--- src/sre_pkg.sv ---
// Shared types and constants for the sleep/return/subtract/rotate executor.
// Assumes the core decoder presents one decoded instruction at a time.
package sre_pkg;

  // ==========================================================================
  // Widths, reset values, destination codes and carry bit positions
  localparam int          SRE_DATA_W     = 8;
  localparam int          SRE_FADDR_W    = 7;
  localparam int          SRE_PC_W       = 13;
  localparam int          SRE_STACK_D    = 8;
  localparam logic [7:0]  SRE_ACC_RST    = 8'h00;
  localparam logic [7:0]  SRE_WDT_ZERO   = 8'h00;
  localparam logic [12:0] SRE_PC_RST     = 13'h0000;
  localparam logic        SRE_TO_N_RST   = 1'b1;
  localparam logic        SRE_PD_N_RST   = 1'b1;
  localparam logic        SRE_DEST_ACC   = 1'b0;
  localparam logic        SRE_DEST_FILE  = 1'b1;
  localparam int          SRE_NIB_CARRY  = 4;
  localparam int          SRE_BYTE_CARRY = 8;

  // ==========================================================================
  // Decoded instruction kinds handled here
  typedef enum logic [2:0] {
    SRE_OP_NONE,
    SRE_OP_SLEEP,
    SRE_OP_RETURN,
    SRE_OP_SUB_FROM_LITERAL,
    SRE_OP_SUB_ACC_FROM_FILE,
    SRE_OP_ROTATE_RIGHT_CARRY
  } sre_op_t;

  typedef struct packed {
    sre_op_t          op;
    logic [7:0]       literal;
    logic [6:0]       file_addr;
    logic             dest;
  } sre_instr_t;

  typedef struct packed {
    logic carry;
    logic nibble_carry_flag;
    logic zero;
    logic timeout_flag_n;
    logic powerdown_flag_n;
  } sre_status_t;

  typedef struct packed {
    logic       wr;
    logic [6:0] addr;
    logic [7:0] data;
  } sre_file_wr_t;

endpackage : sre_pkg

--- src/sre_exec.sv ---
// Executor for the low-power, subroutine return, two subtract forms and
// rotate-right-through-carry instructions of an 8-bit core.
// Assumes file read data for the addressed register is valid with the issue,
// and that the decoder issues only while issue_ready is high.
`timescale 1ns/10ps

module sre_exec
  import sre_pkg::*;
#(
  parameter int STACK_DEPTH = SRE_STACK_D
) (
  // Clock, reset, enable
  input  wire logic             clk,
  input  wire logic             rst_b,
  input  wire logic             clk_en,
  // Decoded instruction and file operand
  input  wire logic             issue_valid,
  input  wire sre_instr_t       issue,
  input  wire logic [7:0]       file_rdata,
  output logic                  issue_ready,
  // Call side of the hardware stack
  input  wire logic             push_valid,
  input  wire logic [12:0]      push_addr,
  // Wake-up request from outside the clock domain
  input  wire logic             wake_pin,
  // Results
  output logic [7:0]            acc,
  output sre_status_t           status,
  output sre_file_wr_t          file_wr,
  output logic [12:0]           pc,
  output logic                  pc_load,
  output logic                  flush,
  output logic                  watchdog_timer_clr,
  output logic [7:0]            watchdog_timer_val,
  output logic                  osc_stop
);

  // ==========================================================================
  // State
  typedef enum logic [1:0] {SRE_ST_RUN, SRE_ST_RET, SRE_ST_SLEEP} sre_state_t;

  localparam int SP_W = $clog2(STACK_DEPTH);

  sre_state_t      state_q;
  logic [7:0]      acc_q;
  sre_status_t     status_q;
  sre_file_wr_t    file_wr_q;
  logic [12:0]     pc_q;
  logic            pc_load_q;
  logic            flush_q;
  logic            wdt_clr_q;
  logic [7:0]      wdt_val_q;
  logic            ready_q;
  logic            osc_stop_q;
  logic            wake_s1_q;
  logic            wake_s2_q;
  logic [SP_W-1:0] sp_q;
  logic [12:0]     stack_q [STACK_DEPTH];

  logic            go;
  logic [8:0]      sub_sum;
  logic [4:0]      nib_sum;
  logic [7:0]      sub_a;
  logic [7:0]      rot_res;
  logic [SP_W-1:0] sp_top;

  assign go     = clk_en && issue_valid && ready_q;
  assign sp_top = sp_q - SP_W'(1);

  // ==========================================================================
  // Arithmetic
  always_comb begin
    sub_a = (issue.op == SRE_OP_SUB_FROM_LITERAL) ? issue.literal : file_rdata;
    // Two's complement: a + ~w + 1, carry out means no borrow
    sub_sum = {1'b0, sub_a} + {1'b0, ~acc_q} + 9'h001;
    nib_sum = {1'b0, sub_a[3:0]} + {1'b0, ~acc_q[3:0]} + 5'h01;
    rot_res = {status_q.carry, file_rdata[7:1]};
  end

  // ==========================================================================
  // Wake-up synchroniser
  always_ff @(posedge clk or negedge rst_b) begin
    if (!rst_b) begin
      wake_s1_q <= 1'b0;
      wake_s2_q <= 1'b0;
    end else if (clk_en) begin
      wake_s1_q <= wake_pin;
      wake_s2_q <= wake_s1_q;
    end
  end

  // ==========================================================================
  // Sequencing
  always_ff @(posedge clk or negedge rst_b) begin
    if (!rst_b) begin
      state_q    <= SRE_ST_RUN;
      ready_q    <= 1'b1;
      flush_q    <= 1'b0;
      osc_stop_q <= 1'b0;
    end else if (clk_en) begin
      flush_q <= 1'b0;
      case (state_q)
        SRE_ST_RUN: begin
          if (go && issue.op == SRE_OP_RETURN) begin
            state_q <= SRE_ST_RET;
            ready_q <= 1'b0;
          end else if (go && issue.op == SRE_OP_SLEEP) begin
            state_q    <= SRE_ST_SLEEP;
            ready_q    <= 1'b0;
            osc_stop_q <= 1'b1;
          end
        end
        SRE_ST_RET: begin
          // Second cycle discards the instruction fetched behind the return
          flush_q <= 1'b1;
          state_q <= SRE_ST_RUN;
          ready_q <= 1'b1;
        end
        SRE_ST_SLEEP: begin
          if (wake_s2_q) begin
            state_q    <= SRE_ST_RUN;
            ready_q    <= 1'b1;
            osc_stop_q <= 1'b0;
          end
        end
        default: begin
          state_q    <= SRE_ST_RUN;
          ready_q    <= 1'b1;
          osc_stop_q <= 1'b0;
        end
      endcase
    end
  end

  // ==========================================================================
  // Accumulator and status flags
  always_ff @(posedge clk or negedge rst_b) begin
    if (!rst_b) begin
      acc_q                     <= SRE_ACC_RST;
      status_q                  <= '0;
      status_q.timeout_flag_n   <= SRE_TO_N_RST;
      status_q.powerdown_flag_n <= SRE_PD_N_RST;
    end else if (go) begin
      case (issue.op)
        SRE_OP_SLEEP: begin
          status_q.powerdown_flag_n <= 1'b0;
          status_q.timeout_flag_n   <= 1'b1;
        end
        SRE_OP_SUB_FROM_LITERAL: begin
          acc_q                      <= sub_sum[7:0];
          status_q.carry             <= sub_sum[SRE_BYTE_CARRY];
          status_q.nibble_carry_flag <= nib_sum[SRE_NIB_CARRY];
          status_q.zero              <= (sub_sum[7:0] == 8'h00);
        end
        SRE_OP_SUB_ACC_FROM_FILE: begin
          if (issue.dest == SRE_DEST_ACC) begin
            acc_q <= sub_sum[7:0];
          end
          status_q.carry             <= sub_sum[SRE_BYTE_CARRY];
          status_q.nibble_carry_flag <= nib_sum[SRE_NIB_CARRY];
          status_q.zero              <= (sub_sum[7:0] == 8'h00);
        end
        SRE_OP_ROTATE_RIGHT_CARRY: begin
          if (issue.dest == SRE_DEST_ACC) begin
            acc_q <= rot_res;
          end
          status_q.carry <= file_rdata[0];
        end
        default: begin
          acc_q <= acc_q;
        end
      endcase
    end
  end

  // ==========================================================================
  // File register write-back
  always_ff @(posedge clk or negedge rst_b) begin
    if (!rst_b) begin
      file_wr_q <= '0;
    end else if (clk_en) begin
      file_wr_q.wr <= 1'b0;
      if (go && issue.dest == SRE_DEST_FILE) begin
        if (issue.op == SRE_OP_SUB_ACC_FROM_FILE) begin
          file_wr_q <= '{wr: 1'b1, addr: issue.file_addr, data: sub_sum[7:0]};
        end else if (issue.op == SRE_OP_ROTATE_RIGHT_CARRY) begin
          file_wr_q <= '{wr: 1'b1, addr: issue.file_addr, data: rot_res};
        end
      end
    end
  end

  // ==========================================================================
  // Watchdog clear
  always_ff @(posedge clk or negedge rst_b) begin
    if (!rst_b) begin
      wdt_clr_q <= 1'b0;
      wdt_val_q <= SRE_WDT_ZERO;
    end else if (clk_en) begin
      // Pulse zeroes both count and prescaler in the watchdog block
      wdt_clr_q <= go && issue.op == SRE_OP_SLEEP;
      wdt_val_q <= SRE_WDT_ZERO;
    end
  end

  // ==========================================================================
  // Hardware stack and program counter
  // The stack wraps silently on overflow; there is no overflow flag.
  always_ff @(posedge clk or negedge rst_b) begin
    if (!rst_b) begin
      sp_q      <= '0;
      pc_q      <= SRE_PC_RST;
      pc_load_q <= 1'b0;
    end else if (clk_en) begin
      pc_load_q <= 1'b0;
      if (go && issue.op == SRE_OP_RETURN) begin
        pc_q      <= stack_q[sp_top];
        pc_load_q <= 1'b1;
        sp_q      <= sp_top;
      end else if (push_valid) begin
        sp_q <= sp_q + SP_W'(1);
      end
    end
  end

  generate
    for (genvar i = 0; i < STACK_DEPTH; i++) begin : g_stack
      always_ff @(posedge clk or negedge rst_b) begin
        if (!rst_b) begin
          stack_q[i] <= SRE_PC_RST;
        end else if (clk_en && push_valid && !(go && issue.op == SRE_OP_RETURN)
                     && sp_q == SP_W'(i)) begin
          stack_q[i] <= push_addr;
        end
      end
    end
  endgenerate

  // ==========================================================================
  // Outputs
  assign issue_ready        = ready_q;
  assign acc                = acc_q;
  assign status             = status_q;
  assign file_wr            = file_wr_q;
  assign pc                 = pc_q;
  assign pc_load            = pc_load_q;
  assign flush              = flush_q;
  assign watchdog_timer_clr = wdt_clr_q;
  assign watchdog_timer_val = wdt_val_q;
  assign osc_stop           = osc_stop_q;
endmodule : sre_exec

--- config.mk ---
export PLATFORM = sky130hd
export DESIGN_NAME = sre_exec
export DESIGN_NICKNAME = d
export VERILOG_FILES = /design/src/sre_pkg.sv /design/src/sre_exec.sv
export SDC_FILE = /design/constraint.sdc
export NUM_CORES = 1
export LEC_CHECK = 0
export ABC_AREA = 1
export CELL_PAD_IN_SITES_DETAIL_PLACEMENT = 0
export CELL_PAD_IN_SITES_GLOBAL_PLACEMENT = 1
export CORE_UTILIZATION = 48
export DETAILED_ROUTE_END_ITERATION = 12
export DONT_BUFFER_PORTS = 1
export PLACE_DENSITY_LB_ADDON = 0.1
export RECOVER_POWER = 50
export SYNTH_ARGS = -nofsm -noshare
export SYNTH_HDL_FRONTEND = slang
export SYNTH_SLANG_ARGS = --single-unit
export TNS_END_PERCENT = 1
--- constraint.sdc ---
create_clock -name clk -period 2.6 [get_ports clk]
set_clock_uncertainty 0.2 [all_clocks]
set_input_delay 0.39 -clock clk [delete_from_list [all_inputs] [get_ports clk]]
set_output_delay 0.39 -clock clk [all_outputs]
set_load 0.005 [all_outputs]
==> flow_metrics.py, run 1 <==
metrics = {
    "finish": {
        "final_area_um2": 8560,
        "utilization_pct": 54.3,
        "fillerInstances": 1524,
        "n_antenna_cell": 0,
        "layoutNonFillerInstCount": 1139,
        "nets": 972,
        "ff_latch_area_um2": 3930,
        "multi_input_area_um2": 3250,
        "drive_gt1_share_pct": 9.43,
        "area_delta_synth_final_pct": 10.9,
        "layout_commonest_cell": "nand2_1",
        "final_cell_mix": "248 x nand2_1, 155 x dfrtp_1, 92 x nor2_1",
    },
    "critical_path": {
        "endpoint_kind": "flop",
        "crit_type": "reg -> reg",
        "crit_arrival_ps": 2450,
        "crit_required_ps": 2730,
        "path_max_fanout": 19,
        "start_kind": "flop",
    },
    "cts": {
        "hold_buffers": 14,
        "cts-resized-gates": 0,
        "cts_inserted_buffers": 17,
        "clk_pin_slew_ps": 70,
        "postCtsSetupBuffers": 0,
        "insertion_delay_ps": 420,
        "cts_tree": "done",
        "root_buffer": "clkbuf_16",
        "htreeDepth": 4,
        "cts_sinks": 157,
        "cts_buffer_depth": 2,
    },
    "power_and_ir_drop": {
        "leakage_nw": 4.24,
        "ir_worst_vdd_mv": 0.694,
        "p_switching_mw": 3.30,
        "intPower_mw": 6.08,
        "seqPwrFrac_pct": 38.4,
        "swShare_pct": 35.2,
        "clkPwrFrac_pct": 29.2,
        "power_density_nw_per_um2": 1090,
        "power_frac_comb_pct": 32.5,
    },
    "placement": {
        "dpl-instance-area_um2": 7780,
        "dp_hpwl_mm": 12.4,
        "dp_cells": 1093,
        "portBuffers": 0,
        "place_congestion": 0.907,
    },
    "floorplanning": {
        "fp.dieW_um": 129,
        "die_y_um": 129,
        "core_area_um2": 15800,
        "initial_core_util_pct": 49.0,
        "fp-row-count": 46,
        "dieArea_um2": 16600,
        "ioPinCount": 101,
    },
    "global_routing": {
        "grt_pass1_vias": 5947,
        "overflow": 0,
        "antenna_found_initial": 0,
        "grt_pass1_wl_mm": 31.9,
        "gr-usage-all-layers_pct": 25.2,
        "grt_max_degree": 158,
    },
    "synthesis": {
        "yosys_warnings": 0,
        "synth-seq-area-share_pct": 50.9,
        "synth_top_cells_by_area": "dfrtp_1 50%, nand2_1 12%, o21ai_0 5.1%, o21ai_1 4.7%, nor2_1 4.5%",
        "synth_edf_count": 0,
        "avgSynthCellArea_um2": 8.51,
        "ys_async_sr_fraction_pct": 100,
        "synth_area_um2": 7720,
        "ys_types": 42,
        "synth_top_area_share_pct": 50.2,
        "synth_area_leader_cell": "dfrtp_1",
        "synth_cells": 908,
        "synth_seq_cells": 157,
        "ys.flop_type": "dfrtp_1",
    },
    "route": {
        "routedWlPerCell_um": 17.4,
        "vias": 6120,
        "avgViaCountPerCell": 5.37,
        "drt_iter0_drc": 453,
        "routed_wirelength_mm": 19.8,
        "drc_errors": 0,
        "ant_nets": 0,
        "first_pass_iters": 5,
    },
    "run_status": {
        "outcome": "complete, but fails checks",
        "violations": "hold timing",
    },
    "timing": {
        "setup_viol": 0,
        "tightestPinTransition_ps": 722,
        "totalNegativeSetupSlack_ps": 0,
        "slew_viol_final": 0,
        "max_slew_margin_pct": 51.8,
        "grt_setup_unrepaired": "false",
        "hold_viol": 157,
        "max_clock_freq_mhz": 431,
        "fin_crit_sh_pct": 89.3,
        "whs_ps": -541,
        "period_minus_slack_ps": 2320,
    },
    "worst_hold_path": {
        "worstHoldPathType": "in -> async",
    },
    "flow_run": {
        "max_cap_violations": 0,
    },
}
## power by group through the flow
| stage | combinational (mW) | sequential (mW) | clock, mW |
|---|---|---|---|
| after floorplan | 2.31 | 3.51 | 0 |
| after global placement | 2.94 | 3.60 | 0 |
| after detailed placement | 3.00 | 3.62 | 0 |
| after global routing | 3.43 | 3.69 | 2.88 |
| final | 3.04 | 3.60 | 2.73 |
| after CTS | 3.03 | 3.59 | 2.78 |
## metrics by stage
stage	setup slack [ps]	power [mW]
6_report	279	9.38
5_1_grt	174	10.0
4_1_cts	372	9.40
3_5_place_dp	123	6.63
3_3_place_gp	198	6.54
2_1_floorplan	177	5.82
## cell type report
type                    instances  area share [%]
repair buffers                 26            2.83
multi-input cells             648            37.9
clock inverters                14            2.53
clock buffers                  18            5.01
well taps                     216            3.16
inverters                      60            2.66
flip-flops and latches        157            45.9
## registers in the layout, indices dropped and copies added, names as in the netlist
register,count
status,4
osc_stop,1
state_q,2
acc,8
watchdog_timer_clr,1
wake_s2_q,1
pc_load,1
sp_q,3
issue_ready,1
pc,13
wake_s1_q,1
flush,1
stack_q,104
file_wr,16
## cell families (layout without fill, tap and decap cells)
kind of cell	Yosys count	count (layout)	synth area share, %
adders and majority gates	16	16	2.69
buffers and inverters	110	118	7.40
xor gates and xnor gates	2	2	0.324
muxes	2	2	0.275
AOI/OAI and AO/OA	220	220	16.2
other	2	9	0.0972
and+or+nand+nor	399	399	22.1
DFF	157	157	50.9
## cell usage after synthesis, types with 2 or more instances
cell / number
nand2_4: 2
buf_4: 9
clkbuf_1: 16
nand4_1: 2
nor2_1: 92
conb_1: 2
a21oi_1: 14
o21ai_0: 78
dfstp_2: 2
a22oi_1: 4
nand2_1: 248
o21ai_2: 21
inv_2: 2
nor2_2: 3
o221ai_1: 8
nand3_4: 7
o22ai_1: 18
o21ai_1: 73
clkinv_1: 3
dfrtp_1: 155
buf_6: 15
ha_1: 15
a31oi_1: 2
nand3_1: 38
buf_2: 8
inv_1: 54
buf_1: 2
## critical path, stage by stage, from the launching register on
cell and delay (ps):
dfstp_1 620, nand3_4 110, inv_2 90, nand2_2 80, buf_4 240, nor2_2 590, o21ai_0 180, o21ai_0 110
## metal layers
metal  vias up  track usage (%)  wire [um]
li1       2978                -          -
met1      2893             33.5       8920
met2       221             41.3       9210
met3        28             5.45       1350
met4         0             7.82        322
met5         -                0          0
## final timing paths
check                           slack, ps  depth (start not counted)                  to         from
worst max-delay path                  280                          7             sp_q[2]  issue_ready
worst min-delay path                 -540                          0          file_wr[4]        rst_b
worst max register to register        280                          7             sp_q[2]  issue_ready
worst min register to register        280                          2         stack_q[29]  stack_q[29]
max in group asynchronous            2310                          0        stack_q[102]        rst_b
min in group clk                        0                          2  watchdog_timer_clr    issue[16]
Power figures use the tool's default switching activity.
==> inputs of run 2 (changes only) <==
--- a/config.mk
+++ b/config.mk
@@ -11,6 +11,7 @@
 export CORE_UTILIZATION = 48
 export DETAILED_ROUTE_END_ITERATION = 12
 export DONT_BUFFER_PORTS = 1
+export MAX_ROUTING_LAYER = met4
 export PLACE_DENSITY_LB_ADDON = 0.1
 export RECOVER_POWER = 50
 export SYNTH_ARGS = -nofsm -noshare
==> flow_metrics.py, run 2 (synthesis results as in run 1) <==
metrics = {
    "route": {
        "drt_iter0_drc": 391,
        "routed_wirelength_mm": 19.8,
        "ant_nets": 0,
        "first_pass_iters": 5,
        "routedWlPerCell_um": 17.4,
        "vias": 6146,
        "drc_errors": 0,
        "avgViaCountPerCell": 5.40,
    },
    "global_routing": {
        "grt_pass1_wl_mm": 32.1,
        "gr-usage-all-layers_pct": 26.4,
        "overflow": 0,
        "antenna_found_initial": 0,
        "grt_max_degree": 158,
        "grt_pass1_vias": 6003,
    },
    "power_and_ir_drop": {
        "total_power_mw": 9.17,
        "power_density_nw_per_um2": 1080,
        "leakage_nw": 4.22,
        "ir_worst_vdd_mv": 0.558,
    },
    "cts": {
        "root_buffer": "clkbuf_16",
        "cts_buffer_depth": 2,
        "cts_tree": "done",
        "cts-resized-gates": 0,
        "cts_inserted_buffers": 17,
        "htreeDepth": 4,
        "cts_sinks": 157,
        "hold_buffers": 14,
        "clk_pin_slew_ps": 60,
        "postCtsSetupBuffers": 0,
        "insertion_delay_ps": 430,
    },
    "finish": {
        "final_cell_mix": "248 x nand2_1, 155 x dfrtp_1, 92 x nor2_1",
        "ff_latch_area_um2": 3930,
        "layout_commonest_cell": "nand2_1",
        "fillerInstances": 1526,
        "largest_register": "stack_q",
        "layoutNonFillerInstCount": 1139,
        "drive_gt1_share_pct": 9.53,
        "n_antenna_cell": 0,
        "multi_input_area_um2": 3250,
        "nets": 972,
        "area_delta_synth_final_pct": 10.4,
        "utilization_pct": 54.0,
        "largest_register_ffs": 104,
    },
    "flow_run": {
        "max_cap_violations": 0,
    },
    "floorplanning": {
        "core_area_um2": 15800,
        "fp-row-count": 46,
        "dieArea_um2": 16600,
        "ioPinCount": 101,
        "fp.dieW_um": 129,
        "die_y_um": 129,
        "initial_core_util_pct": 49.0,
    },
    "critical_path": {
        "reg2reg_depth": 7,
        "start_kind": "flop",
        "path_max_fanout": 19,
        "crit_required_ps": 2740,
        "endpoint_kind": "flop",
        "crit_type": "reg -> reg",
        "crit_arrival_ps": 2360,
    },
    "timing": {
        "hold_viol": 157,
        "tightestPinTransition_ps": 610,
        "grt_setup_unrepaired": "false",
        "max_clock_freq_mhz": 451,
        "period_minus_slack_ps": 2220,
        "fin_crit_sh_pct": 85.3,
        "slew_viol_final": 0,
        "totalNegativeSetupSlack_ps": 0,
        "max_slew_margin_pct": 59.3,
        "whs_ps": -543,
        "setup_viol": 0,
    },
    "worst_hold_path": {
        "worstHoldPathType": "in -> async",
    },
    "placement": {
        "portBuffers": 0,
        "place_congestion": 0.885,
        "dp_cells": 1093,
        "dp_hpwl_mm": 12.5,
    },
    "run_status": {
        "violations": "hold timing",
        "outcome": "complete, but fails checks",
    },
}
run 2: path summary, 6_finish.rpt:
path / slack (ps) / from / end
min in group clk: 0 / issue[16] / watchdog_timer_clr
max reg2reg: 380 / issue_ready / sp_q[2]
max in group asynchronous: 2350 / rst_b / status[0]
min reg2reg: 280 / stack_q[13] / stack_q[13]
max: 380 / issue_ready / sp_q[2]
min: -540 / rst_b / file_wr[5]
run 2: power by group:
part	switching, mW	internal [mW]	total [mW]	leakage, nW
registers	0.404	3.19	3.60	2.00
clock network	1.03	1.57	2.59	0.300
logic	1.84	1.13	2.98	1.92
total	3.27	5.89	9.17	4.22
run 2: metrics by stage:
step	setup slack, ps	area, um2
after floorplan	177	7750
after detailed placement	101	7770
after CTS	368	8520
after global placement	195	7770
after global routing	211	8520
final	381	8520
run 2: area by class of cell:
type | count | share of cell area (%)
sequential | 157 | 46.1
timing repair buffer | 26 | 2.70
clock buffer | 19 | 5.31
clock inverter | 13 | 1.92
inverter | 60 | 2.67
tap | 216 | 3.17
multi-input combinational | 648 | 38.1
run 2: per-layer routing:
| metal | wire (um) | track usage (%) |
|---|---|---|
| met5 | 0 | - |
| met4 | 426 | 10.2 |
| met1 | 8920 | 33.8 |
| met2 | 9180 | 40.9 |
| met3 | 1260 | 5.70 |
run 2: worst max-delay path, stage by stage (launching register included):
cell	delay, ps
dfstp_1	620
nand3_4	120
inv_2	100
nand2_2	80
buf_4	250
nor2_2	510
o21ai_0	170
o21ai_0	100
